File: src/verilog/ubft_pkg.sv
/*
 ubft_pkg: register offsets, field positions, reset values and divider
 constants for the serial transmitter core.
 assumes: one 50 MHz clock, a plain register port with 3-bit address.
*/
// Overview of operation
// - bit rate is fH over 64(N+1) or 16(N+1)
// - free-running 8-bit counter, divisor 0 to 255
// - start bit, 8 or 9 data, stop bits
// - even/odd/no parity, reset gives 8N1
// - least significant bit goes out first
// - tx and rx share format and rate
// - pins connected only when mode and enables set
// - line stays high between frames
// - global disable frees pins, empties buffers
// - global disable clears enables and error flags
// - global disable keeps other control and divisor; break_request is cleared here
// - global disable aborts activity at once
// - four control bits pick word format
// - data msb marks address when detection on
// - two stop bits only for the transmitter
// - shifter reloads only after stop bit left
// - send once data waits and timing runs
// - idle shifter takes written word at once
// - clearing tx enable aborts and resets transmitter
// - disabled transmitter leaves pin undriven
package ubft_pkg;

	// ----------------------------------------------------------
	// register map
	// ----------------------------------------------------------
	localparam logic [2:0] REG_CTL1 = 3'h0; // control_one
	localparam logic [2:0] REG_CTL2 = 3'h1; // control_two
	localparam logic [2:0] REG_STAT = 3'h2; // status flags
	localparam logic [2:0] REG_DATA = 3'h3; // serial_data_buffer
	localparam logic [2:0] REG_DIV = 3'h4; // bit_rate_divisor
	localparam logic [2:0] REG_MODE = 3'h5; // interface_mode_control

	// control_one fields
	localparam int C1_GEN = 7; // serial_global_enable
	localparam int C1_WLEN = 6; // word_length_select, 1 = 9 bits
	localparam int C1_PEN = 5; // parity_enable
	localparam int C1_PTYPE = 4; // parity_type_select, 1 = odd
	localparam int C1_STOP2 = 3; // stop_count_select, 1 = two
	localparam int C1_BRK = 2; // break_request
	localparam int C1_TX8 = 0; // transmit_ninth_bit

	// control_two fields
	localparam int C2_TXEN = 7; // transmit_enable_bit
	localparam int C2_RXEN = 6; // receive_enable_bit
	localparam int C2_HS = 5; // high_speed_select
	localparam int C2_ADDEN = 4; // address detect enable

	// status fields; receiver error flags read as zero here
	localparam int ST_TXE = 0; // transmit_empty_flag
	localparam int ST_TIDLE = 1; // transmitter_idle_flag
	localparam int ST_RIDLE = 2; // receiver_idle_flag

	localparam int MODE_ASYNC = 0; // async_mode_select

	// ----------------------------------------------------------
	// reset values and divider constants
	// ----------------------------------------------------------
	localparam logic [7:0] RST_CTL1 = 8'h00; // 8 data, no parity, 1 stop
	localparam logic [7:0] RST_CTL2 = 8'h00;
	localparam logic [7:0] RST_DIV = 8'h00; // reset loads zero, the fastest rate
	localparam logic [5:0] PRE_LO = 6'h3f; // 64 cycles per count
	localparam logic [5:0] PRE_HI = 6'h0f; // 16 cycles per count
	localparam int PRE_SH_LO = 6; // log2 of 64
	localparam int PRE_SH_HI = 4; // log2 of 16
	localparam logic [3:0] BITS8 = 4'h8;
	localparam logic [3:0] BITS9 = 4'h9;

	typedef enum logic [2:0] {
		ST_IDLE, ST_ARMED, ST_START, ST_DATA, ST_STOP
	} ubft_state_t;

endpackage

File: src/verilog/ubft_core.sv
/*
 ubft_core: register file, frame format control and transmit path of
 the asynchronous serial port.
 assumes: register strobes are one cycle and synchronous to clk; the
 pad logic resolves serial_out_pin from serial_out_oe.
*/
`timescale 1ns/100ps
module ubft_core (
	input wire logic clk,
	input wire logic srst,
	input wire logic [2:0] reg_addr,
	input wire logic [7:0] reg_wdata,
	input wire logic reg_wr,
	input wire logic reg_rd,
	output logic [7:0] reg_rdata,
	output logic serial_out_pin,
	output logic serial_out_oe,
	input wire logic serial_in_pin,
	output logic serial_in_en,
	output logic serial_in_data
);

	// ----------------------------------------------------------
	// declarations
	// ----------------------------------------------------------
	logic serial_global_enable; // master on/off
	logic word_length_select; // 1 = nine data bits
	logic parity_enable;
	logic parity_type_select; // 1 = odd
	logic stop_count_select; // 1 = two stop bits
	logic break_request; // stored only, no break generator
	logic transmit_ninth_bit;
	logic transmit_enable_bit;
	logic receive_enable_bit;
	logic high_speed_select;
	logic addr_detect_enable; // stored and read back only, no address detect logic here
	logic async_mode_select;
	logic [7:0] bit_rate_divisor;
	logic [8:0] serial_data_buffer; // word waiting for the shifter
	logic transmit_empty_flag;
	logic transmitter_idle_flag;

	ubft_pkg::ubft_state_t st; // transmit sequencer
	logic [8:0] transmit_shifter;
	logic [3:0] bit_cnt; // data bits already on the line
	logic stop_left; // a second stop bit is still due
	logic par_acc; // xor of data bits sent so far
	logic bit_tick;
	logic baud_run;
	logic tx_run;
	logic rx_run;
	logic tx_load;
	logic frame_done;
	logic data_wr;
	logic [3:0] nbits;
	logic [7:0] next_rdata;

	// ----------------------------------------------------------
	// helpers
	// ----------------------------------------------------------
	// word length in bits from the select bit
	function automatic logic [3:0] word_bits(input logic nine);
		return nine ? ubft_pkg::BITS9 : ubft_pkg::BITS8;
	endfunction

	// address decode of a strobe
	function automatic logic hit(input logic stb, input logic [2:0] a,
			input logic [2:0] r);
		return stb && (a == r);
	endfunction

	assign nbits = word_bits(word_length_select);
	assign baud_run = serial_global_enable && async_mode_select;
	assign tx_run = baud_run && transmit_enable_bit;
	assign rx_run = baud_run && receive_enable_bit;
	// a write is refused while the buffer still holds a word
	assign data_wr = hit(reg_wr, reg_addr, ubft_pkg::REG_DATA) &&
		transmit_empty_flag;
	assign frame_done = tx_run && st == ubft_pkg::ST_STOP && bit_tick &&
		!stop_left;
	// load the shifter when idle, or straight after the last stop bit
	assign tx_load = tx_run && !transmit_empty_flag &&
		(st == ubft_pkg::ST_IDLE || frame_done);

	// ----------------------------------------------------------
	// bit-rate generator, shared by both directions
	// ----------------------------------------------------------
	ubft_baud u_baud (
		.clk(clk),
		.srst(srst),
		.run(baud_run),
		.high_speed_select(high_speed_select),
		.bit_rate_divisor(bit_rate_divisor),
		.bit_tick(bit_tick)
	);

	// ----------------------------------------------------------
	// control_one
	// ----------------------------------------------------------
	// format bits survive a global disable; only break is dropped
	always_ff @(posedge clk) begin
		if (srst) begin
			{serial_global_enable, word_length_select, parity_enable,
				parity_type_select, stop_count_select} <= 5'h00;
			break_request <= 1'b0;
			transmit_ninth_bit <= 1'b0;
		end else if (hit(reg_wr, reg_addr, ubft_pkg::REG_CTL1)) begin
			serial_global_enable <= reg_wdata[ubft_pkg::C1_GEN];
			word_length_select <= reg_wdata[ubft_pkg::C1_WLEN];
			parity_enable <= reg_wdata[ubft_pkg::C1_PEN];
			parity_type_select <= reg_wdata[ubft_pkg::C1_PTYPE];
			stop_count_select <= reg_wdata[ubft_pkg::C1_STOP2];
			break_request <= reg_wdata[ubft_pkg::C1_BRK] &&
				reg_wdata[ubft_pkg::C1_GEN];
			transmit_ninth_bit <= reg_wdata[ubft_pkg::C1_TX8];
		end else if (!serial_global_enable) begin
			break_request <= 1'b0;
		end
	end

	// ----------------------------------------------------------
	// control_two
	// ----------------------------------------------------------
	// enables cannot be set while the port is globally off
	always_ff @(posedge clk) begin
		if (srst) begin
			{transmit_enable_bit, receive_enable_bit, high_speed_select,
				addr_detect_enable} <= ubft_pkg::RST_CTL2[7:4];
		end else if (hit(reg_wr, reg_addr, ubft_pkg::REG_CTL2)) begin
			transmit_enable_bit <= reg_wdata[ubft_pkg::C2_TXEN] &&
				serial_global_enable;
			receive_enable_bit <= reg_wdata[ubft_pkg::C2_RXEN] &&
				serial_global_enable;
			high_speed_select <= reg_wdata[ubft_pkg::C2_HS];
			addr_detect_enable <= reg_wdata[ubft_pkg::C2_ADDEN];
		end else if (!serial_global_enable) begin
			transmit_enable_bit <= 1'b0;
			receive_enable_bit <= 1'b0;
		end
	end

	// ----------------------------------------------------------
	// divisor and mode select
	// ----------------------------------------------------------
	// untouched by a global disable so re-enable resumes as before
	always_ff @(posedge clk) begin
		if (srst) begin
			bit_rate_divisor <= ubft_pkg::RST_DIV;
			async_mode_select <= 1'b0;
		end else begin
			if (hit(reg_wr, reg_addr, ubft_pkg::REG_DIV)) begin
				bit_rate_divisor <= reg_wdata;
			end
			if (hit(reg_wr, reg_addr, ubft_pkg::REG_MODE)) begin
				async_mode_select <= reg_wdata[ubft_pkg::MODE_ASYNC];
			end
		end
	end

	// ----------------------------------------------------------
	// data buffer and transmit flags
	// ----------------------------------------------------------
	// the ninth bit is taken from control_one at the data write,
	// so software must set it first; the msb doubles as the
	// address mark when the far end detects addresses
	always_ff @(posedge clk) begin
		if (srst) begin
			serial_data_buffer <= 9'h000;
		end else if (data_wr) begin
			serial_data_buffer <= {transmit_ninth_bit &&
				word_length_select, reg_wdata};
		end
	end

	// empty flag: a load sets it, an accepted write clears it
	always_ff @(posedge clk) begin
		if (srst || !serial_global_enable) begin
			transmit_empty_flag <= 1'b1;
		end else if (tx_load) begin
			transmit_empty_flag <= 1'b1;
		end else if (data_wr) begin
			transmit_empty_flag <= 1'b0;
		end
	end

	// idle flag: end of frame sets it and wins over a same-cycle write
	always_ff @(posedge clk) begin
		if (srst || !serial_global_enable) begin
			transmitter_idle_flag <= 1'b1;
		end else if (frame_done) begin
			transmitter_idle_flag <= 1'b1;
		end else if (data_wr) begin
			transmitter_idle_flag <= 1'b0;
		end
	end

	// ----------------------------------------------------------
	// transmit sequencer
	// ----------------------------------------------------------
	// a drop of global enable, async mode or transmit enable resets the shifter at once, mid-frame too
	always_ff @(posedge clk) begin
		if (srst || !tx_run) begin
			st <= ubft_pkg::ST_IDLE;
			serial_out_pin <= 1'b1;
			transmit_shifter <= 9'h000;
			bit_cnt <= 4'h0;
			stop_left <= 1'b0;
			par_acc <= 1'b0;
		end else begin
			case (st)
				ubft_pkg::ST_IDLE: begin
					serial_out_pin <= 1'b1;
					if (tx_load) begin
						transmit_shifter <= serial_data_buffer;
						st <= ubft_pkg::ST_ARMED;
					end
				end
				// wait for a bit boundary so the start bit is full width
				ubft_pkg::ST_ARMED: begin
					if (bit_tick) begin
						serial_out_pin <= 1'b0;
						st <= ubft_pkg::ST_START;
					end
				end
				ubft_pkg::ST_START, ubft_pkg::ST_DATA: begin
					if (bit_tick) begin
						if (bit_cnt == nbits) begin
							serial_out_pin <= 1'b1;
							stop_left <= stop_count_select;
							st <= ubft_pkg::ST_STOP;
						end else begin
							// parity takes the place of the last data bit
							if (parity_enable && bit_cnt == nbits - 4'h1) begin
								serial_out_pin <= par_acc ^
									parity_type_select;
							end else begin
								serial_out_pin <= transmit_shifter[0];
							end
							par_acc <= par_acc ^ transmit_shifter[0];
							transmit_shifter <= {1'b0,
								transmit_shifter[8:1]};
							bit_cnt <= bit_cnt + 4'h1;
							st <= ubft_pkg::ST_DATA;
						end
					end
				end
				ubft_pkg::ST_STOP: begin
					if (bit_tick) begin
						if (stop_left) begin
							stop_left <= 1'b0;
						end else if (tx_load) begin
							// back to back: next start bit follows at once
							transmit_shifter <= serial_data_buffer;
							serial_out_pin <= 1'b0;
							bit_cnt <= 4'h0;
							par_acc <= 1'b0;
							st <= ubft_pkg::ST_START;
						end else begin
							bit_cnt <= 4'h0;
							par_acc <= 1'b0;
							st <= ubft_pkg::ST_IDLE;
						end
					end
				end
				default: begin
					st <= ubft_pkg::ST_IDLE;
				end
			endcase
		end
	end

	// ----------------------------------------------------------
	// pin ownership
	// ----------------------------------------------------------
	// pins go back to their shared functions when not fully enabled
	always_ff @(posedge clk) begin
		if (srst) begin
			serial_out_oe <= 1'b0;
			serial_in_en <= 1'b0;
			serial_in_data <= 1'b1;
		end else begin
			serial_out_oe <= tx_run;
			serial_in_en <= rx_run;
			// idle level presented while the input is not owned
			serial_in_data <= rx_run ? serial_in_pin : 1'b1;
		end
	end

	// ----------------------------------------------------------
	// register read port
	// ----------------------------------------------------------
	// the data register reads zero: receive path lives elsewhere
	always_comb begin
		next_rdata = 8'h00;
		case (reg_addr)
			ubft_pkg::REG_CTL1: begin
				next_rdata[ubft_pkg::C1_GEN] = serial_global_enable;
				next_rdata[ubft_pkg::C1_WLEN] = word_length_select;
				next_rdata[ubft_pkg::C1_PEN] = parity_enable;
				next_rdata[ubft_pkg::C1_PTYPE] = parity_type_select;
				next_rdata[ubft_pkg::C1_STOP2] = stop_count_select;
				next_rdata[ubft_pkg::C1_BRK] = break_request;
			end
			ubft_pkg::REG_CTL2: begin
				next_rdata[ubft_pkg::C2_TXEN] = transmit_enable_bit;
				next_rdata[ubft_pkg::C2_RXEN] = receive_enable_bit;
				next_rdata[ubft_pkg::C2_HS] = high_speed_select;
				next_rdata[ubft_pkg::C2_ADDEN] = addr_detect_enable;
			end
			ubft_pkg::REG_STAT: begin
				next_rdata[ubft_pkg::ST_TXE] = transmit_empty_flag;
				next_rdata[ubft_pkg::ST_TIDLE] = transmitter_idle_flag;
				next_rdata[ubft_pkg::ST_RIDLE] = 1'b1;
			end
			ubft_pkg::REG_DIV: begin
				next_rdata = bit_rate_divisor;
			end
			ubft_pkg::REG_MODE: begin
				next_rdata[ubft_pkg::MODE_ASYNC] = async_mode_select;
			end
			default: begin
				next_rdata = 8'h00;
			end
		endcase
	end

	// read data stand one cycle only, zero otherwise
	always_ff @(posedge clk) begin
		if (srst || !reg_rd) begin
			reg_rdata <= 8'h00;
		end else begin
			reg_rdata <= next_rdata;
		end
	end

	// tick spacing monitor, restarted whenever the rate may change
	logic [14:0] gap;
	logic gap_ok;
	logic [14:0] exp_gap;
	assign exp_gap = (15'(bit_rate_divisor) + 15'h0001) << (high_speed_select ?
		ubft_pkg::PRE_SH_HI : ubft_pkg::PRE_SH_LO);

	always_ff @(posedge clk) begin
		if (srst || !baud_run || reg_wr) begin
			gap <= 15'h0001;
			gap_ok <= 1'b0;
		end else if (bit_tick) begin
			gap <= 15'h0001;
			gap_ok <= 1'b1;
		end else begin
			gap <= gap + 15'h0001;
		end
	end
endmodule // ubft_core

File: src/verilog/ubft_baud.sv
/*
 ubft_baud: bit-rate generator, a prescaler of 16 or 64 followed by an
 8-bit period counter; emits a one-cycle bit tick.
 assumes: run low holds both counters cleared.
*/
`timescale 1ns/100ps
module ubft_baud (
	input wire logic clk,
	input wire logic srst,
	input wire logic run,
	input wire logic high_speed_select,
	input wire logic [7:0] bit_rate_divisor,
	output logic bit_tick
);

	logic [5:0] pre_cnt; // prescale position
	logic [7:0] div_cnt; // period position
	logic pre_end; // last cycle of a prescale period
	logic div_end; // last count of the period

	// ----------------------------------------------------------
	// prescaler
	// ----------------------------------------------------------
	// >= so a speed change mid-count cannot run past the end
	assign pre_end = pre_cnt >= (high_speed_select ?
		ubft_pkg::PRE_HI : ubft_pkg::PRE_LO);
	assign div_end = div_cnt >= bit_rate_divisor;

	// prescale counter, cleared while stopped
	always_ff @(posedge clk) begin
		if (srst || !run || pre_end) begin
			pre_cnt <= 6'h00;
		end else begin
			pre_cnt <= pre_cnt + 6'h01;
		end
	end

	// ----------------------------------------------------------
	// free-running period counter
	// ----------------------------------------------------------
	always_ff @(posedge clk) begin
		if (srst || !run) begin
			div_cnt <= 8'h00;
			bit_tick <= 1'b0;
		end else begin
			bit_tick <= pre_end && div_end;
			if (pre_end) begin
				div_cnt <= div_end ? 8'h00 : div_cnt + 8'h01;
			end
		end
	end

endmodule // ubft_baud

File: config.mk
export PLATFORM = sky130hd
export DESIGN_NAME = ubft_core
export DESIGN_NICKNAME = d
export VERILOG_FILES = /design/src/verilog/ubft_pkg.sv /design/src/verilog/ubft_core.sv /design/src/verilog/ubft_baud.sv
export SDC_FILE = /design/constraint.sdc
export NUM_CORES = 1
export LEC_CHECK = 0
export BUFFER_PORTS_ARGS = -buffer_cell sky130_fd_sc_hd__clkbuf_2
export CORE_MARGIN = 8
export CORE_UTILIZATION = 56
export CTS_BUF_LIST = sky130_fd_sc_hd__clkbuf_4 sky130_fd_sc_hd__clkbuf_8
export DETAILED_ROUTE_END_ITERATION = 8
export PLACE_DENSITY = 0.78
export SLEW_MARGIN = 25
export SYNTH_ARGS = -nofsm -noshare
export SYNTH_HDL_FRONTEND = slang
export SYNTH_HIERARCHICAL = 1
export SYNTH_SLANG_ARGS = --single-unit
File: constraint.sdc
create_clock -name clk -period 1.7 [get_ports clk]
set_input_delay 0.255 -clock clk [delete_from_list [all_inputs] [get_ports clk]]
set_output_delay 0.255 -clock clk [all_outputs]
set_load 0.01 [all_outputs]
# Yosys cells after proc, flatten, opt, wreduce, memory -nomap -nowiden
# Index checks and enable logic that the tools add are counted.
classes:
  muxes: 47
  bitwise: 3
  n_reduce_logical: 46
  addsub: 4
  magnitude_cmp: 2
  eq_ne: 21
ops:
  columns: ["op", "count"]
  rows:
  - ["$mux 9", 5]
  - ["$pmux 9 s3", 1]
  - ["$logic_and 1x1->1", 20]
  - ["$mux 1", 18]
  - ["$mux 3", 6]
  - ["$mux 4", 4]
  - ["$reduce_and 5->1", 3]
  - ["$eq 3x2->1 const B", 4]
  - ["$pmux 3 s4", 1]
  - ["$pmux 4 s3", 1]
  - ["$ne 2x1->1 const B", 5]
  - ["$ne 2x2->1 const B", 5]
  - ["$eq 3x3->1 const B", 3]
  - ["$add 8x1->8 const B", 1]
  - ["$eq 4x4->1", 2]
  - ["$ge 8x8->1", 1]
  - ["$mux 8", 1]
  - ["$pmux 1 s2", 4]
  - ["$pmux 4 s2", 1]
  - ["$reduce_or 2->1", 4]
  - ["$add 6x1->6 const B", 1]
  - ["$eq 3x1->1 const B", 2]
  - ["$ge 6x6->1", 1]
  - ["$logic_not 1->1", 6]
  - ["15 further kinds", 23]
word_totals:
  ff_bits: 76
  output_inout_bits: 12

# Longest topological paths before layout
# Gate-level depths: netlist of the first run.
depth:
  ltp_word: 11
  ltp_mapped: 8

# Modules after synthesis
# Netlist of the first run, hierarchy kept.
modules_own_cells:
  columns: ["mod", "cells_per_inst", "instances", "seq_area_each_um2", "area_per_inst_um2"]
  rows:
  - ["ubft_core", 308, 1, 1221.2, 2869.0]
  - ["ubft_baud", 113, 1, 300.3, 948.4]

# Worst setup path after synthesis of the first run
# OpenSTA, ideal clock, no wires.
synth_timing:
  path_type: "register -> register"
  start: "reg bit_cnt[3]"
  end: "reg transmit_shifter[0]"
  synth_period_minus_slack_ns: 1.648
  required_ns: 1.628
  arrival_time_ns: 1.577
  path_stages_with_launch: 6
  setup_slack_ns: 0.052
  n_path_buf: 1
  path_cell_list: "dfxtp_1 > or3b_4 > o211a_1 > o32ai_2 > buf_6 > mux2i_1"
synth_via:
  elab_chain_len: 3
synth_lines:
  columns: ["item", "line_no", "rtl"]
  rows:
  - ["start: declaration", "ubft_core.sv:45", "logic [3:0] bit_cnt;"]
  - ["start signal: assignment", "ubft_core.sv:242", "bit_cnt <= bit_cnt + 4'h1;"]
  - ["$eq 4x4->1", "ubft_core.sv:227", "if (bit_cnt == nbits) begin"]
  - ["$ne 2x2->1 (no source line)", null, null]
  - ["$reduce_and 5->1 (no source line)", null, null]
  - ["end signal: assignment", "ubft_core.sv:214", "transmit_shifter <= serial_data_buffer;"]
  - ["end signal: assignment", "ubft_core.sv:240", "transmit_shifter <= {1'b0,"]
  - ["end signal: assignment", "ubft_core.sv:253", "transmit_shifter <= serial_data_buffer;"]
  - ["end: declaration", "ubft_core.sv:44", "logic [8:0] transmit_shifter;"]
# Every way passes these cells.
# A chain may end at the register's enable or synchronous reset.

# Final worst setup path of the first run
layout_timing:
  start: "reg bit_rate_divisor[1]"
  end: "reg u_baud.div_cnt[6]"
layout_via:
  elab_chain_len: 2
layout_lines:
  columns: ["item", "line_no", "rtl"]
  rows:
  - ["start: declaration", "ubft_core.sv:38", "logic [7:0] bit_rate_divisor;"]
  - ["start signal: assignment", "ubft_core.sv:148", "bit_rate_divisor <= ubft_pkg::RST_DIV;"]
  - ["start signal: assignment", "ubft_core.sv:152", "bit_rate_divisor <= reg_wdata;"]
  - ["$ge 8x8->1", "ubft_baud.sv:27", "assign div_end = div_cnt >= bit_rate_divisor;"]
  - ["$mux 8", "ubft_baud.sv:48", "div_cnt <= div_end ? 8'h00 : div_cnt + 8'h01;"]
  - ["end signal: assignment", "ubft_baud.sv:48", null]
  - ["end: declaration", "ubft_baud.sv:17", "logic [7:0] div_cnt;"]
# Every way passes these cells.

==> summary.txt, run 1 <==
Floorplan
  • Core area: 6680 µm²
  • Die height: 98.6 µm
  • Die Width: 98.6 µm
  • Ports: 28
  • Die area: 9720 µm²
  • Core Rows: 30
  • Initial Util: 0.571

Critical path
  • Reg2Reg Launch Point: bit_rate_divisor[1]
  • R2R Path End: u_baud/div_cnt[6]
  • Crit end category: flip-flop
  • Worst setup SP type: flip-flop
  • Worst path required time: 1.97 ns
  • Cells on worst reg2reg path: 8
  • Setup Crit Path Kind: flip-flop to flip-flop
  • Worst-path fanout max: 5
  • Reg2reg setup slack: -0.06 ns
  • Critical Path AT: 2.03 ns

Logic synthesis
  • Post-Synthesis Cell Area: 3820 µm²
  • Synth cell types: 60
  • Avg Inst Size Synth: 9.07 µm²
  • Number of flops mapped to enable cells by yosys: 0
  • Cell count after synthesis: 421
  • Synthesis warning total: 6
  • Largest cells by area after synthesis: dfxtp_1, mux2i_1, nor2_1, ha_1, nand2_1
  • Main synth FF type: dfxtp_1
  • Synth area leader: dfxtp_1
  • Count of state elements after synthesis: 76
  • List of most frequent post-synthesis cells: dfxtp_1, nor2_1, mux2i_1, nand2_1, a21oi_1
  • Post-Syn Nets: 450
  • Post-synth top area share: 0.399
  • FFs w/ async S/R, synth: 0
  • Cell with the most instances after synthesis: dfxtp_1
  • Seq/Total Area, Yosys: 0.399

STA
  • Worst slew margin: 0.693
  • RSZ-0062 raised after global routing: yes
  • Crit share post-route: 1.04
  • Final setup viols: 9
  • Worst setup margin: -0.0625 ns
  • Fin Clk Skew: 0.0114 ns
  • Maximum clock frequency: 0.567 GHz
  • Pins Over Slew Limit: 0
  • Final Hold Viols: 0
  • Minimum clock period: 1.76 ns
  • Worst-Margin Slew: 0.459 ns

Power
  • Power share of the combinational group: 0.055
  • P_sw: 0.000836 W
  • Sw frac: 0.225
  • Max VDD drop: 638 µV
  • Int Pwr: 0.00287 W
  • PD cells: 796 nW/µm²
  • Clk pwr share: 0.458
  • LEAKAGE: 1.92 nW
  • Reg power frac: 0.486

Clock tree
  • Clk_lat worst skew: 0.35 ns
  • CTS Sinks: 76
  • H-tree depth: 3
  • Clock-pin slew on the worst setup and hold paths: 0.08 ns
  • Root Buffer: clkbuf_8
  • CTS Buffer Depth: 2
  • CTS tree: built
  • CTS Buf Count: 9
  • Cts hold-fix bufs: 0

Status
  • Failing checks: setup timing
  • Status: finished, violations left

Final layout
  • Post-route cell area: 4650 µm²
  • Diode count: 0
  • Fin nets: 518
  • Final design utilization: 0.697
  • Share of cells above drive strength 1: 0.263
  • Layout area overhead: 21.9%
  • Final-layout fill cell count: 488

Detailed routing
  • DRT antenna net count: 0
  • Number of remaining DRC errors: 0
  • Routed WL: 9880 µm
  • DRT Pass-1 Iters: 5
  • DR vias/cell: 5.96
  • Initial DRC Count: 280
  • Vias: 3423
  • DR WL/cell: 17.2 µm

Global route
  • First-pass GRT wire length: 16400 µm
  • Total gr overflow: 0
  • Initial antenna violation count: 0
  • Vias in the first global route: 3377
  • Largest net degree at the start of global routing: 24
  • GRT Total Usage: 0.209

Min path
  • Min-delay worst type: input pin to flip-flop
  • Hold path depth: 2
  • Min-delay src: serial_in_pin
  • Worst Hold End: serial_in_data

Place
  • Dpl cell area: 4230 µm²
  • Placer Congestion: 0.898
  • PortBufs: 27
  • DP HPWL: 6600 µm

Run
  • MaxCap Viol Count: 0
-- flip-flops by register name (all words and copies together), names as in the netlist, 3 cells and up --
signal              flops
bit_cnt                 4
bit_rate_divisor        8
reg_rdata               8
serial_data_buffer      9
st                      3
transmit_shifter        9
u_baud/div_cnt          8
u_baud/pre_cnt          6
-- placed cells by master, fill, tap and decap left out, types with 4 or more instances in the layout --
cell	synthesis	routed
a21oi_1	22	22
a31oi_1	5	5
and3_1	5	5
buf_4	3	45
buf_6	5	5
clkbuf_2	0	27
clkbuf_8	2	9
dfxtp_1	76	72
dfxtp_2	0	4
ha_1	13	11
inv_1	12	11
mux2_2	10	10
mux2i_1	44	44
nand2_1	43	43
nand2b_1	10	10
nand3_1	14	13
nand4_1	7	7
nor2_1	51	51
nor2b_1	10	9
nor3_1	6	6
nor3b_1	5	5
o211ai_1	5	5
xnor2_1	5	5
-- power groups by stage --
stage          combinational, W  clock, W  sequential (W)
2_1_floorplan         0.0000993         0         0.00184
3_3_place_gp           0.000158         0         0.00184
3_5_place_dp           0.000164         0         0.00184
4_1_cts                0.000194   0.00172         0.00180
5_1_grt                0.000219   0.00179         0.00180
6_report               0.000205   0.00170         0.00180
-- what timing repair did --
action / in CTS / in global routing
setup buffers: 4 / 1
gates cloned: 2 / 0
gates resized for setup: 18 / 9
endpoints found under the hold margin: 0 / 0
endpoints found under the setup margin: 14 / 20
pin swaps: 9 / 8
-- worst max path at each step --
stage | endpoint | slack [ns] | cells past startpoint | startpoint
global route | u_baud/div_cnt[7] | -0.19 | 7 | u_baud/pre_cnt[4]
floorplan | transmit_shifter[0] | 0.05 | 5 | bit_cnt[3]
finish | u_baud/div_cnt[6] | -0.06 | 8 | bit_rate_divisor[1]
detailed placement | u_baud/div_cnt[1] | -0.06 | 7 | bit_rate_divisor[1]
global placement | transmit_shifter[2] | 0.02 | 5 | bit_cnt[3]
CTS | u_baud/div_cnt[6] | 0.003 | 7 | u_baud/pre_cnt[4]
-- through the flow --
step / hold WS, ns / instances / setup TNS, ns / setup WS, ns / power [W]
2_1_floorplan: 0.334 / 421 / 0 / 0.0518 / 0.00194
3_3_place_gp: 0.433 / 551 / 0 / 0.0185 / 0.00200
3_5_place_dp: 0.441 / 551 / -0.203 / -0.0605 / 0.00201
4_1_cts: 0.0834 / 573 / 0 / 0.00289 / 0.00371
5_1_grt: 0.0899 / 574 / -0.901 / -0.187 / 0.00381
6_report: 0.0903 / 574 / -0.264 / -0.0625 / 0.00371
-- final cells by class --
| cell class | count | area [µm²] | share of cell area |
|---|---|---|---|
| Sequential cell | 76 | 1530 | 0.328 |
| Clock buffer | 9 | 124 | 0.0266 |
| Timing Repair Buffer | 77 | 529 | 0.114 |
| Inverter | 12 | 45.0 | 0.00968 |
| Multi-Input combinational cell | 313 | 2210 | 0.474 |
| Clock inverter | 7 | 124 | 0.0266 |
| Tap cell | 80 | 100 | 0.0215 |
-- cell families (layout without fill, tap and decap cells) --
family | Yosys count | count (layout) | share of synthesized area
xor+xnor | 8 | 8 | 0.0184
flops | 76 | 76 | 0.399
compound gates | 63 | 64 | 0.116
mux | 54 | 54 | 0.145
buf+inv | 33 | 105 | 0.0518
simple gates | 174 | 174 | 0.228
fa+ha+maj | 13 | 13 | 0.0426
-- metal layers --
| layer | global-route usage | share of wire | vias up | routed length [µm] |
|---|---|---|---|---|
| li1 | - | - | 1621 | - |
| met1 | 0.259 | 0.44 | 1633 | 4360 |
| met2 | 0.331 | 0.46 | 143 | 4530 |
| met3 | 0.0578 | 0.077 | 26 | 760 |
| met4 | 0.0874 | 0.022 | 0 | 218 |
| met5 | 0 | 0 | - | 0 |
-- critical path: stages, from the launching register on --
cell and delay [ns]:
dfxtp_2 0.35, inv_2 0.05, ha_4 0.22, nor2b_4 0.12
o211ai_1 0.33, a31o_4 0.27, buf_6 0.11, nand3_2 0.06
a31oi_1 0.19
Note: power is estimated with default switching activity, not from simulation.
==> inputs of run 2 (changes only) <==
--- a/config.mk
+++ b/config.mk
@@ -6,6 +6,7 @@
 export NUM_CORES = 1
 export LEC_CHECK = 0
 export BUFFER_PORTS_ARGS = -buffer_cell sky130_fd_sc_hd__clkbuf_2
+export CAP_MARGIN = 10
 export CORE_MARGIN = 8
 export CORE_UTILIZATION = 56
 export CTS_BUF_LIST = sky130_fd_sc_hd__clkbuf_4 sky130_fd_sc_hd__clkbuf_8
@@ -14,5 +15,4 @@
 export SLEW_MARGIN = 25
 export SYNTH_ARGS = -nofsm -noshare
 export SYNTH_HDL_FRONTEND = slang
-export SYNTH_HIERARCHICAL = 1
 export SYNTH_SLANG_ARGS = --single-unit
==> summary.txt, run 2 <==
Final layout
  • Final design utilization: 0.752 (+0.0556)
  • Most common cell after layout, fill and taps aside: dfxtp_1
  • Final-layout fill cell count: 402 (-18%)
  • Layout area overhead: 31.5%
  • Top Registers: serial_data_buffer: 9 flops, transmit_shifter: 9 flops
  • Diode count: 0 (unchanged)
  • Share of cells above drive strength 1: 0.334 (+0.0708)
  • Most frequent cells in the layout: dfxtp_1, nor2_1, buf_4
  • Fin nets: 524 (+1.2%)
  • Layout Cells excl Fill: 577 (+0.52%)

Detailed routing
  • Vias: 3572 (+4.4%)
  • DR WL/cell: 18.3 µm (+6.5%)
  • Routed WL: 10600 µm (+7.1%)
  • DRT antenna net count: 0 (unchanged)
  • Initial DRC Count: 476 (+70%)
  • DR vias/cell: 6.19 (+3.8%)
  • Number of remaining DRC errors: 0 (unchanged)
  • DRT Pass-1 Iters: 5 (unchanged)

Logic synthesis
  • Post-Synthesis Cell Area: 3590 µm² (-6.0%)
  • Avg Inst Size Synth: 8.61 µm² (-5.1%)
  • Main synth FF type: dfxtp_1
  • Synth cell types: 59 (-1.7%)
  • Number of flops mapped to enable cells by yosys: 0 (unchanged)
  • Synthesis warning total: 0 (-6)
  • Largest cells by area after synthesis: dfxtp_1, mux2i_1, nor2_1, ha_1, nand2_1
  • List of most frequent post-synthesis cells: dfxtp_1, nor2_1, nand2_1, mux2i_1, a21oi_1
  • Seq/Total Area, Yosys: 0.424 (+0.0253)
  • Count of state elements after synthesis: 76 (unchanged)
  • FFs w/ async S/R, synth: 0 (unchanged)
  • Cell with the most instances after synthesis: dfxtp_1
  • Cell count after synthesis: 417 (-0.95%)
  • Synth area leader: dfxtp_1
  • Post-synth top area share: 0.424 (+0.0253)
  • Post-Syn Nets: 446 (-0.89%)

Place
  • Place WS: -0.0934 ns (-0.0328 ns)
  • Placed Cells: 549 (-0.36%)
  • DP HPWL: 6430 µm (-2.5%)
  • PortBufs: 27 (unchanged)
  • Placer Congestion: 0.913 (+1.6%)

Critical path
  • Critical Path AT: 2.09 ns (+0.06 ns)
  • Cells on worst reg2reg path: 7 (-1)
  • Reg2reg setup slack: -0.10 ns (-0.04 ns)
  • Crit end category: flip-flop
  • Critical Path Max Stage Delay: 0.38 ns (+0.03 ns)
  • Worst Path Buf+Inv: 2 (unchanged)
  • Reg2Reg Launch Point: transmit_empty_flag
  • Critical Path Stages: 7 (-1)
  • Setup Crit Path Kind: flip-flop to flip-flop
  • Critical-path cell list: or3_4 -> a211o_1 -> a22oi_4 -> buf_12 -> buf_6 -> nor2_2 -> a211oi_2
  • Worst setup SP type: flip-flop
  • Worst path required time: 1.99 ns (+0.02 ns)
  • Largest delay contributor family on the critical path: compound AO/OA/AOI/OAI gates
  • Slowest-stage cell, CP: or3_4
  • Worst setup path startpoint: transmit_empty_flag
  • Worst-path fanout max: 5 (unchanged)

Power
  • PD cells: 757 nW/µm² (-4.9%)
  • Max VDD drop: 648 µV (+1.5%)
  • LEAKAGE: 1.74 nW (-9.5%)
  • Power, Total: 0.00357 W (-3.6%)

Status
  • Failing checks: setup timing
  • Status: finished, violations left

Global route
  • Initial antenna violation count: 0 (unchanged)
  • Total gr overflow: 0 (unchanged)
  • Largest net degree at the start of global routing: 29 (+21%)
  • GRT Total Usage: 0.206 (-0.00236)
  • Vias in the first global route: 3147 (-6.8%)
  • First-pass GRT wire length: 14900 µm (-9.3%)

STA
  • Minimum clock period: 1.80 ns (+0.0415 ns)
  • Final Hold Viols: 0 (unchanged)
  • Crit share post-route: 1.06 (+0.0244)
  • Worst setup margin: -0.104 ns (-0.0415 ns)
  • Worst slew margin: 0.712 (+0.0194)
  • Fin Hold WS: 0.0849 ns (-0.00547 ns)
  • Worst-Margin Slew: 0.428 ns (-0.0307 ns)
  • RSZ-0062 raised after global routing: yes
  • Fin Clk Skew: 0.0115 ns (+0.000138 ns)
  • Final setup viols: 12 (+3)
  • Pins Over Slew Limit: 0 (unchanged)
  • Maximum clock frequency: 0.554 GHz (-2.3%)

Clock tree
  • Cts hold-fix bufs: 0 (unchanged)
  • CTS Buf Count: 9 (unchanged)
  • CTS tree: built
  • Clk_lat worst skew: 0.36 ns (about the same)
  • CTS Sinks: 76 (unchanged)
  • Root Buffer: clkbuf_8
  • CTS Buffer Depth: 2 (unchanged)
  • Clock-pin slew on the worst setup and hold paths: 0.09 ns (about the same)
  • H-tree depth: 3 (unchanged)

Min path
  • Min-delay src: serial_in_pin
  • Hold path depth: 2 (unchanged)
  • Min-delay worst type: input pin to flip-flop

Floorplan
  • Ports: 28 (unchanged)
  • Core area: 6280 µm² (-6.0%)
  • Die height: 96.1 µm (-2.5%)
  • Die Width: 96.1 µm (-2.5%)
  • Die area: 9230 µm² (-5.0%)
  • Initial Util: 0.572 (about the same)
  • Core Rows: 29 (-3.3%)

Run
  • MaxCap Viol Count: 0 (unchanged)
## run 2: cell types whose count changed after synthesis, sizes merged, moves of 4 or more
cell,change
mux2i,-13
nor2b,-4
nor3b,-6
o21ai,+10
buf,-4
nor3,+6
nor2,+7
a211oi,+7
clkbuf,+4
nand3,+4
mux2,-9
## run 2: where the power goes
part           switching, W  internal [W]
clock network      0.000738      0.000837
registers         0.0000116       0.00179
logic              0.000113     0.0000824
## run 2: worst reg2reg max path, stage by stage (launching register included)
cell and delay [ns]:
dfxtp_2 0.32, or3_4 0.38, a211o_1 0.29, a22oi_4 0.32, buf_12 0.17, buf_6 0.10, nor2_2 0.03, a211oi_2 0.13
## run 2: kinds of logic after synthesis
group | count (synthesis) | share of synthesized area
mux | 32 | 0.0896
flops | 76 | 0.424
fa+ha+maj | 13 | 0.0453
compound gates | 84 | 0.155
xor+xnor | 6 | 0.0146
buf+inv | 35 | 0.0443
simple gates | 171 | 0.227
## run 2: metrics by stage
stage	setup TNS, ns	instance area [µm²]
CTS	-0.304	4470
global placement	-0.0510	4120
finish	-0.799	4720
detailed placement	-0.391	4120
floorplan	0	3620
global route	-1.95	4720
## run 2: layout make-up
cell class,count,area [µm²],share of cell area
Clock inverter,7,100,0.0212
Inverter,14,52.6,0.0111
Clock buffer,9,124,0.0262
Timing Repair Buffer,88,683,0.145
Sequential cell,76,1530,0.325
Multi-Input combinational cell,306,2130,0.452
Tap cell,77,96.3,0.0204
## run 2: timing repair
action / 4_1_cts / 5_1_grt
gates cloned: 1 / 2
setup endpoints to repair: 16 / 23
resized for setup: 20 / 40
pin swaps: 10 / 12
setup buffers: 2 / 7
## run 2: path summary, 6_finish.rpt
path,to
max,transmit_shifter[7]
min,serial_in_data
max reg2reg,transmit_shifter[7]
min reg2reg,u_baud.pre_cnt[0]
## run 2: layer usage
metal | routed length [µm] | vias to the layer above | GRT usage
met2 | 5080 | 200 | 0.323
met1 | 4340 | 1708 | 0.269
met4 | 349 | 0 | 0.0845
li1 | - | 1625 | -
met3 | 804 | 39 | 0.0437
met5 | 0 | - | 0
==> inputs of run 3 (changes only) <==
==> constraint.sdc (replaced) <==
create_clock -name clk -period 1.7 [get_ports clk]
set_input_delay 0.085 -clock clk [delete_from_list [all_inputs] [get_ports clk]]
set_output_delay 0.085 -clock clk [all_outputs]
set_load 0.01 [all_outputs]
==> summary.txt, run 3 (synthesis gave the netlist of run 2 again) <==
Clock tree
  • Root Buffer: clkbuf_8
  • Clk_lat worst skew: 0.36 ns (about the same)
  • CTS Buf Count: 9 (unchanged)
  • H-tree depth: 3 (unchanged)
  • CTS Sinks: 76 (unchanged)
  • CTS Buffer Depth: 2 (unchanged)
  • CTS tree: built
  • Clock-pin slew on the worst setup and hold paths: 0.09 ns (about the same)

Critical path
  • Worst-path fanout max: 7 (+2)
  • Cells on worst reg2reg path: 8 (+1)
  • Critical Path AT: 2.03 ns (-0.06 ns)
  • Worst setup SP type: flip-flop
  • Crit end category: flip-flop
  • Setup Crit Path Kind: flip-flop to flip-flop
  • Reg2Reg Launch Point: u_baud.div_cnt[0]
  • R2R Path End: u_baud.div_cnt[2]
  • Reg2reg setup slack: -0.05 ns (+0.06 ns)
  • Worst path required time: 1.98 ns (about the same)

Final layout
  • Layout area overhead: 29.5%
  • Most frequent cells in the layout: dfxtp_1, nor2_1, buf_4
  • Top Registers: serial_data_buffer: 9 flops, transmit_shifter: 9 flops
  • Most common cell after layout, fill and taps aside: dfxtp_1
  • Share of cells above drive strength 1: 0.321 (-0.0134)
  • Diode count: 0 (unchanged)
  • Fin nets: 523 (-0.19%)

Detailed routing
  • Vias: 3388 (-5.2%)
  • DR WL/cell: 16.6 µm (-9.5%)
  • Number of remaining DRC errors: 0 (unchanged)
  • DRT Pass-1 Iters: 5 (unchanged)
  • DR vias/cell: 5.88 (-5.0%)
  • Routed WL: 9560 µm (-9.6%)
  • DRT antenna net count: 0 (unchanged)
  • Initial DRC Count: 271 (-43%)

Global route
  • Vias in the first global route: 3167 (+0.64%)
  • Initial antenna violation count: 0 (unchanged)
  • Total gr overflow: 0 (unchanged)
  • GRT Total Usage: 0.208 (+0.00127)
  • Largest net degree at the start of global routing: 29 (unchanged)
  • First-pass GRT wire length: 15100 µm (+0.97%)

Min path
  • Worst Hold End: serial_data_buffer[0]
  • Min-delay worst type: input pin to flip-flop
  • Min-delay src: reg_wdata[0]
  • Hold path depth: 3 (+1)

Power
  • Sw frac: 0.249 (+0.00777)
  • Power share of the combinational group: 0.059 (+0.004)
  • LEAKAGE: 1.70 nW (-2.4%)
  • Reg power frac: 0.525 (+0.020)
  • P_sw: 0.000856 W (-0.71%)
  • Clk pwr share: 0.416 (-0.024)
  • Int Pwr: 0.00258 W (-4.8%)
  • PD cells: 740 nW/µm² (-2.3%)
  • Max VDD drop: 594 µV (-8.3%)

STA
  • Worst setup margin: -0.0456 ns (+0.0584 ns)
  • Maximum clock frequency: 0.573 GHz (+3.3%)
  • Minimum clock period: 1.75 ns (-0.0584 ns)
  • Fin Clk Skew: 0.0145 ns (+0.00302 ns)
  • Worst-Margin Slew: 0.359 ns (-0.0690 ns)
  • Pins Over Slew Limit: 0 (unchanged)
  • Fin Hold WS: 0.0160 ns (-0.0688 ns)
  • RSZ-0062 raised after global routing: yes
  • Final setup viols: 7 (-5)
  • Crit share post-route: 1.03 (-0.0344)
  • Worst slew margin: 0.758 (+0.0464)
  • Setup TNS: -0.221 ns (+0.578 ns)
  • Final Hold Viols: 0 (unchanged)

Floorplan
  • Core Rows: 29 (unchanged)
  • Ports: 28 (unchanged)
  • Initial Util: 0.572 (unchanged)
  • Die Width: 96.1 µm (unchanged)
  • Die height: 96.1 µm (unchanged)
  • Core area: 6280 µm² (unchanged)
  • Die area: 9230 µm² (unchanged)

Place
  • Place WS: -0.0768 ns (+0.0166 ns)
  • Placer Congestion: 0.918 (+0.62%)
  • PortBufs: 27 (unchanged)
  • DP HPWL: 6340 µm (-1.5%)

Status
  • Status: finished, violations left
  • Failing checks: setup timing

Run
  • MaxCap Viol Count: 0 (unchanged)
==> run 3: changes by cell type in the layout (fill, tap and decap cells not counted), sizes merged <==
cell | previous run | this run
clkinv | 5 | 2
clkinvlp | 0 | 1
clkbuf | 38 | 36
inv | 14 | 17
dlygate4sd3 | 0 | 6
bufinv | 2 | 1
buf | 59 | 54
==> run 3: repair_timing <==
| action | CTS | global route |
|---|---|---|
| pin swaps | 11 | 16 |
| buffers inserted | 1 | 7 |
| hold endpoints to repair | 6 | 0 |
| resized for setup | 21 | 34 |
| hold buffers | 6 | 0 |
| setup endpoints to repair | 14 | 25 |
==> run 3: cell type report <==
| class | instances | area [µm²] |
|---|---|---|
| tap | 77 | 96.3 |
| sequential | 76 | 1540 |
| timing repair buffer | 87 | 621 |
| clock buffer | 9 | 124 |
| inverter | 14 | 52.6 |
| fill | 437 | 1630 |
| multi-input combinational | 306 | 2140 |
| clock inverter | 7 | 81.3 |
==> run 3: worst max path at each step <==
stage	start	endpoint	slack [ns]	cells after the start
global placement	u_baud.div_cnt[0]	u_baud.div_cnt[2]	-0.005	8
CTS	u_baud.div_cnt[0]	u_baud.div_cnt[3]	-0.04	8
detailed placement	u_baud.div_cnt[0]	u_baud.div_cnt[2]	-0.08	8
finish	u_baud.div_cnt[0]	u_baud.div_cnt[2]	-0.05	8
global route	u_baud.div_cnt[0]	u_baud.div_cnt[4]	-0.13	8
floorplan	st[0]	transmit_shifter[8]	0.0009	7
==> run 3: per-layer routing <==
layer | wire [µm] | GRT usage | up-vias
met3 | 681 | 0.0538 | 17
met5 | 0 | 0 | -
met4 | 172 | 0.0768 | 0
li1 | - | - | 1628
met2 | 4580 | 0.328 | 118
met1 | 4120 | 0.265 | 1625
==> run 3: worst max-delay path, stage by stage, from the launching register on <==
cell,delay [ns]
dfxtp_2,0.33
inv_2,0.08
ha_4,0.20
nand2b_4,0.14
a2111oi_4,0.28
o31a_1,0.26
buf_6,0.17
nand4b_1,0.10
a31oi_1,0.13
==> run 3: power groups by stage <==
stage / clock [W] / sequential, W / combinational, W
after floorplan: 0 / 0.00184 / 0.000101
after global placement: 0 / 0.00184 / 0.000166
after detailed placement: 0 / 0.00184 / 0.000170
after CTS: 0.00145 / 0.00180 / 0.000190
after global routing: 0.00153 / 0.00181 / 0.000218
final: 0.00143 / 0.00180 / 0.000203
==> run 3: stage by stage <==
stage                     utilization  instances  instance area [µm²]  power (W)
after floorplan                     -        417                 3620    0.00194
after CTS                       0.709        569                 4450    0.00345
after detailed placement        0.653        546                 4100    0.00201
after global placement          0.653        546                 4100    0.00201
after global routing            0.740        576                 4650    0.00355
final                           0.740        576                 4650    0.00344
